===== config.mk =====
export PLATFORM = sky130hd
export DESIGN_NAME = afc_results
export DESIGN_NICKNAME = d
export VERILOG_FILES = /design/src/shared/afc_pkg.sv /design/src/hdl/afc_results.sv
export SDC_FILE = /design/constraint.sdc
export NUM_CORES = 1
export LEC_CHECK = 0
export BUFFER_PORTS_ARGS = -buffer_cell sky130_fd_sc_hd__buf_4
export CAP_MARGIN = 15
export CORE_MARGIN = 2
export CORE_UTILIZATION = 61
export CTS_CLUSTER_DIAMETER = 200
export DETAILED_ROUTE_END_ITERATION = 10
export HOLD_SLACK_MARGIN = 0.03
export PLACE_DENSITY = 0.94
export SETUP_SLACK_MARGIN = 0.5
export SYNTH_ARGS = -nofsm -noshare
export SYNTH_HDL_FRONTEND = slang
export SYNTH_SLANG_ARGS = --single-unit

===== constraint.sdc =====
create_clock -name sys_clk -period 3.6 [get_ports sys_clk]
set_clock_uncertainty 0.2 [all_clocks]
set_input_delay 0.36 -clock sys_clk [delete_from_list [all_inputs] [get_ports sys_clk]]
set_output_delay 0.36 -clock sys_clk [all_outputs]
set_load 0.02 [all_outputs]

===== src/shared/afc_pkg.sv =====
// Package with register map, field layout and widths of the flag-clear and result bank
package afc_pkg;
	localparam int          ADDR_W          = 8;
	localparam int          DATA_W          = 32;
	localparam int          FLAG_N          = 7;
	localparam int          SLOT_N          = 4;
	localparam int          SLOT_W          = 2;
	localparam int          RES_W_DOC       = 16;
	localparam int          ACC_W_DOC       = 24;

	localparam logic [ADDR_W-1:0] OFF_RESULT0 = 8'h20;
	localparam logic [ADDR_W-1:0] OFF_RESULT1 = 8'h24;
	localparam logic [ADDR_W-1:0] OFF_RESULT2 = 8'h28;
	localparam logic [ADDR_W-1:0] OFF_RESULT3 = 8'h2C;
	localparam logic [ADDR_W-1:0] OFF_ACC     = 8'h30;
	localparam logic [ADDR_W-1:0] OFF_FLAG_CLR = 8'h38;
	localparam logic [ADDR_W-1:0] OFF_FLAG    = 8'h3C;
	localparam logic [ADDR_W-1:0] SLOT_STRIDE = 8'h04;

	localparam logic [DATA_W-1:0] FLAG_CLR_RESET = 32'h0000007F;
	localparam logic [DATA_W-1:0] ZERO_WORD      = 32'h00000000;

	// Bit positions shared by flag and flag-clear registers
	localparam int          BIT_OVERFLOW    = 6;
	localparam int          BIT_WD_IN       = 5;
	localparam int          BIT_WD_UPPER    = 4;
	localparam int          BIT_WD_LOWER    = 3;
	localparam int          BIT_MULTI_DONE  = 2;
	localparam int          BIT_SEQ_DONE    = 1;
	localparam int          BIT_CONV_DONE   = 0;
endpackage


===== src/hdl/afc_results.sv =====
// Flag-clear, interrupt flag, conversion result and accumulated result registers
`timescale 1ns/1ns
////////////////////////////////////////////////////////////////////////////////
// Behaviour
// - Writing 0 to bit 6 clears overflow
// - Bits 5,4,3 written 0 clear watchdog flags
// - Bits 2,1,0 written 0 clear done flags
// - Writing 1 to a clear bit does nothing
// - Clear register resets 0x7F, reads 0x7F
// - Four read-only 16-bit result registers, reset zero
// - Read-only 24-bit accumulated result, reset zero
// - Overflow set when unread result is overwritten
// - Flag register read-only, seven flags, reset zero
////////////////////////////////////////////////////////////////////////////////
module afc_results #(
	parameter int RES_W = afc_pkg::RES_W_DOC,
	parameter int ACC_W = afc_pkg::ACC_W_DOC
) (
	input  wire logic                         sys_clk,
	input  wire logic                         rst_n,
	input  wire logic                         clk_en,
	input  wire logic [afc_pkg::ADDR_W-1:0]   bus_addr,
	input  wire logic [afc_pkg::DATA_W-1:0]   bus_wdata,
	input  wire logic                         bus_wr,
	input  wire logic                         bus_rd,
	output logic      [afc_pkg::DATA_W-1:0]   bus_rdata,
	input  wire logic                         conv_done,
	input  wire logic [afc_pkg::SLOT_W-1:0]   conv_slot,
	input  wire logic [RES_W-1:0]             conv_result,
	input  wire logic                         seq_done,
	input  wire logic                         multi_done,
	input  wire logic                         wd_in_window,
	input  wire logic                         wd_upper,
	input  wire logic                         wd_lower,
	input  wire logic                         acc_clear,
	output logic      [afc_pkg::FLAG_N-1:0]   interrupt_flag
);

	if (RES_W < 1 || RES_W > afc_pkg::RES_W_DOC) begin : g_chk_res
		$error("RES_W must lie between 1 and 16");
	end
	if (ACC_W < RES_W || ACC_W > afc_pkg::ACC_W_DOC) begin : g_chk_acc
		$error("ACC_W must lie between RES_W and 24");
	end

	////////////////////////////////////////////////////////////////////////////
	// Address decode
	logic [RES_W-1:0]                 result_mem [afc_pkg::SLOT_N];
	logic [afc_pkg::SLOT_N-1:0]       unread;
	logic [ACC_W-1:0]                 acc;
	logic [afc_pkg::FLAG_N-1:0]       next_flag;
	logic [afc_pkg::DATA_W-1:0]       next_rdata;
	logic [afc_pkg::SLOT_N-1:0]       res_rd_hit;
	logic [afc_pkg::SLOT_N-1:0]       slot_wr;
	logic [afc_pkg::DATA_W-1:0]       res_word [afc_pkg::SLOT_N];

	wire                              acc_rd_hit  = bus_rd && bus_addr == afc_pkg::OFF_ACC;
	wire                              clr_rd_hit  = bus_rd && bus_addr == afc_pkg::OFF_FLAG_CLR;
	wire                              flag_rd_hit = bus_rd && bus_addr == afc_pkg::OFF_FLAG;
	wire                              clr_wr_hit  = bus_wr && bus_addr == afc_pkg::OFF_FLAG_CLR;
	// Zeros in the written word pick the flags to clear; ones are ignored
	wire  [afc_pkg::FLAG_N-1:0]       clr_vec     = clr_wr_hit ?
		~bus_wdata[afc_pkg::FLAG_N-1:0] : '0;
	wire                              overflow_set = conv_done && unread[conv_slot];
	wire  [afc_pkg::FLAG_N-1:0]       set_vec     = {overflow_set, wd_in_window, wd_upper,
		wd_lower, multi_done, seq_done, conv_done};

	////////////////////////////////////////////////////////////////////////////
	// Result slots with their unread markers
	for (genvar k = 0; k < afc_pkg::SLOT_N; k++) begin : g_slot
		localparam logic [afc_pkg::ADDR_W-1:0] SLOT_OFF = afc_pkg::ADDR_W'(
			afc_pkg::OFF_RESULT0 + k * afc_pkg::SLOT_STRIDE);
		assign res_rd_hit[k] = bus_rd && bus_addr == SLOT_OFF;
		assign slot_wr[k]    = conv_done && conv_slot == afc_pkg::SLOT_W'(k);
		assign res_word[k]   = afc_pkg::DATA_W'(result_mem[k]);

		always_ff @(posedge sys_clk or negedge rst_n) begin
			if (!rst_n) begin
				result_mem[k] <= '0;
				unread[k]     <= 1'b0;
			end else if (clk_en) begin
				if (slot_wr[k]) begin
					result_mem[k] <= conv_result;
				end
				// A fresh result in the read cycle stays unread
				unread[k] <= slot_wr[k] || (unread[k] && !res_rd_hit[k]);
			end
		end
	end

	////////////////////////////////////////////////////////////////////////////
	// Flags and accumulator
	assign next_flag = (interrupt_flag & ~clr_vec) | set_vec;

	always_ff @(posedge sys_clk or negedge rst_n) begin
		if (!rst_n) begin
			interrupt_flag <= '0;
			acc            <= '0;
		end else if (clk_en) begin
			interrupt_flag <= next_flag;
			if (acc_clear) begin
				acc <= '0;
			end else if (conv_done) begin
				acc <= ACC_W'(acc + ACC_W'(conv_result));
			end
		end
	end

	////////////////////////////////////////////////////////////////////////////
	// Read mux; data stands only in the cycle after the strobe
	always_comb begin
		next_rdata = afc_pkg::ZERO_WORD;
		for (int i = 0; i < afc_pkg::SLOT_N; i++) begin
			if (res_rd_hit[i]) begin
				next_rdata = res_word[i];
			end
		end
		if (acc_rd_hit) begin
			next_rdata = afc_pkg::DATA_W'(acc);
		end
		if (clr_rd_hit) begin
			next_rdata = afc_pkg::FLAG_CLR_RESET;
		end
		if (flag_rd_hit) begin
			next_rdata = afc_pkg::DATA_W'(interrupt_flag);
		end
	end

	always_ff @(posedge sys_clk or negedge rst_n) begin
		if (!rst_n) begin
			bus_rdata <= afc_pkg::ZERO_WORD;
		end else if (clk_en) begin
			bus_rdata <= next_rdata;
		end
	end
endmodule


==> impl_metrics.toml <==
[sta]
period_share_pct = 83.13
finalHoldViolCount = 0
tns_ns = 0
worst_pin_slew_ns = 0.8723
rsz0062_at_grt = "no"
period_minus_slack_ns = 2.993
setup-violations-final = 0
relSlewSlack_pct = 41.71
slew_violations = 0
max_freq_mhz = 334.1

[status]
status = "completed"

[die]
core_um2 = 9819
rows = 36
die_x_um = 105.0
ios = 109
start_util_pct = 63.33
fp.dieArea_um2 = 11020
die_y_um = 105.0

[placed_design]
gp_congestion = 0.8838
dp_hpwl_mm = 10.63
portBuffers = 75
placed_area_um2 = 6874

[drt]
route.vias.total = 5413
drt_wl_total_mm = 18.04
wl_per_cell_um = 21.78
drtIter0Drc = 718
ant_nets = 0
drc_errors = 0
viasPerCell = 6.537
first_pass_iters = 6

[run]
max_cap_violations = 0

[synthesis]
postSynth.asyncResetShare_pct = 100.0
yosys_warnings = 0
ys.flop_type = "dfrtp_1"
syn_area_per_cell_um2 = 10.81
yosysSeqAreaShare_pct = 49.50
synth_edf_count = 0
netlist_area_um2 = 6218
synth-seq-cells = 123
netlist-cell-type-count = 57
syn_inst = 575

[global_routing]
grt_usage_pct = 33.85
grt_max_degree = 69
grt_overflow = 0
antenna_found_initial = 0
grt_pass1_wl_mm = 28.80
grt_pass1_vias = 5568

[pwr]
ir_worst_vdd_v = 0.0003460
powerDensity_nw_per_um2 = 535.9
leakagePower_nw = 3.405

[cts]
clock_path_buffers = 2
clk_latency_ns = 0.54
htreeDepth = 4
path_clk_slew_ns = 0.06
cts.sinks = 123
numCtsBuffers = 17
tritoncts = "yes"
root_buffer = "clkbuf_8"

[cells_and_area]
final_area_um2 = 7790
num-nets-final = 769
synthToLayoutAreaGrowth_pct = 25.27
fillers = 532
drive_gt1_share_pct = 28.20
antenna_cells = 0

[worst_setup_path]
critical_path.cell_chain = "dlygate4sd3_1, buf_4, ha_1, o21ai_0, o21bai_1, o21ai_0, nand2b_1, a41oi_2, o21ai_0, a21oi_1"
crit_fanout = 5
cp-start-kind = "primary input"
cp_common_cell = "o21ai_0"
cpPeakStageDelay_ns = 0.54
end_kind = "flop"
worst_path_max_delay_cell = "dlygate4sd3_1"
cp.required_ns = 3.86
cp.arrival_ns = 3.25
critPathKind = "in -> reg"

[min_path]
hp-class = "in -> reg"
final cells by class:
| class | count | area, um2 | area share, % |
|---|---|---|---|
| Clock buffer | 21 | 459.2 | 5.895 |
| Clock inverter | 11 | 118.9 | 1.526 |
| Inverter | 13 | 48.80 | 0.6264 |
| Multi-Input combinational cell | 412 | 2960 | 38.00 |
| Sequential cell | 123 | 3078 | 39.51 |
| Tap cell | 133 | 166.4 | 2.136 |
| Timing Repair Buffer | 115 | 958.4 | 12.30 |
flip-flops by register name, summed over array words and instances (netlist names):
signal          count
unread              4
bus_rdata          24
acc                24
interrupt_flag      7
res_word           64
cells in the final DEF, fill, tap and decap left out, types with 3 or more instances in the layout:
cell | netlist | routed
xnor2_1 | 9 | 9
nand3_1 | 14 | 14
a21oi_1 | 28 | 28
o22a_1 | 4 | 4
a22oi_1 | 13 | 13
mux2i_1 | 14 | 14
nor2_1 | 31 | 31
clkbuf_16 | 0 | 16
nand2b_1 | 5 | 5
o21a_1 | 3 | 3
nand2_1 | 61 | 61
o21ai_0 | 43 | 43
a31oi_1 | 10 | 10
dfrtp_1 | 123 | 123
a32oi_1 | 3 | 3
conb_1 | 1 | 8
a22o_1 | 13 | 13
buf_4 | 8 | 81
clkinv_2 | 0 | 4
ha_1 | 16 | 16
and3_1 | 6 | 6
inv_1 | 13 | 13
clkbuf_8 | 0 | 4
and2_1 | 3 | 3
or4_1 | 3 | 3
dlygate4sd3_1 | 0 | 33
o22ai_1 | 3 | 3
o21bai_1 | 3 | 3
nor3_2 | 3 | 3
mux2_2 | 69 | 69
nand4_1 | 3 | 3
xor2_1 | 5 | 5
a211oi_1 | 9 | 9
clkinvlp_4 | 0 | 4
worst max-delay path: cells and delay by family:
family                     cells  cell delay (ns)
and+or+nand+nor                1             0.24
AOI/OAI and AO/OA              6             1.56
adders and majority gates      1             0.38
buffers and inverters          2             0.70
where the power goes:
part	leakage (nW)	total [W]	internal [W]	switching, W
Combinational	1.62	0.000771	0.000361	0.000410
Clock	0.276	0.00167	0.00104	0.000639
Sequential	1.51	0.00173	0.00159	0.000141
Total	3.41	0.00417	0.00299	0.00119
final timing paths:
path / startpoint / endpoint / slack, ns / cells past startpoint
worst max-delay path: conv_result[2] / acc[23] / 0.61 / 10
worst min-delay path: conv_slot[0] / unread[0] / 0.08 / 3
worst max register to register: acc[1] / acc[23] / 0.71 / 8
worst min register to register: unread[3] / unread[3] / 0.28 / 2
max in group asynchronous: rst_n / res_word[32] / 2.17 / 3
min in group asynchronous: rst_n / acc[19] / 0.22 / 2
metrics by stage:
step | power, W | instances | setup slack [ns] | hold WS, ns | utilization, %
finish | 0.004175 | 828 | 0.6073 | 0.08486 | 79.33
global route | 0.004298 | 828 | 0.5117 | 0.07699 | 79.33
CTS | 0.004113 | 828 | 0.7003 | 0.06953 | 79.26
detailed placement | 0.002427 | 763 | 0.7506 | 0.2630 | 70.01
global placement | 0.002367 | 763 | 0.8533 | 0.2490 | 70.01
floorplan | 0.002203 | 582 | 1.142 | -0.1356 | -
cells by family after synthesis:
family          count (synthesis)  share of synthesized area (%)
compound gates                149                          15.92
xor+xnor                       14                          1.972
fa+ha+maj                      17                          3.541
buf+inv                        47                          3.441
flops                         123                          49.50
mux                            84                          15.11
other cells                     1                        0.06030
simple gates                  140                          10.46
metal layers:
metal / track usage, % / wire length, um / share of wire, % / vias to the layer above
met1: 40.67 / 6608 / 37 / 2628
met5: 0 / 0 / 0 / -
met2: 56.91 / 8986 / 50 / 397
met4: 17.33 / 814 / 4.5 / 0
met3: 7.860 / 1627 / 9.0 / 89
li1: - / - / - / 2299
synth_stat cells (10+ instances only):
library cell	n	area share (%)
nand3_1	14	1.1
a22o_1	13	1.8
a21oi_1	28	2.3
clkbuf_1	19	1.1
nand2_1	61	3.7
inv_1	13	0.78
a22oi_1	13	1.6
o21ai_0	43	3.5
mux2_2	69	12
nor2_1	31	1.9
dfrtp_1	123	49
a31oi_1	10	1.0
ha_1	16	3.2
mux2i_1	14	2.3
timing repair:
action                                 in CTS  in global routing
hold buffers                               33                  0
setup endpoints to repair                   0                  1
gates resized for setup                     0                  1
endpoints found under the hold margin     135                  0
buffers inserted                            0                  0
No activity file was read; power rests on OpenSTA's default activity.
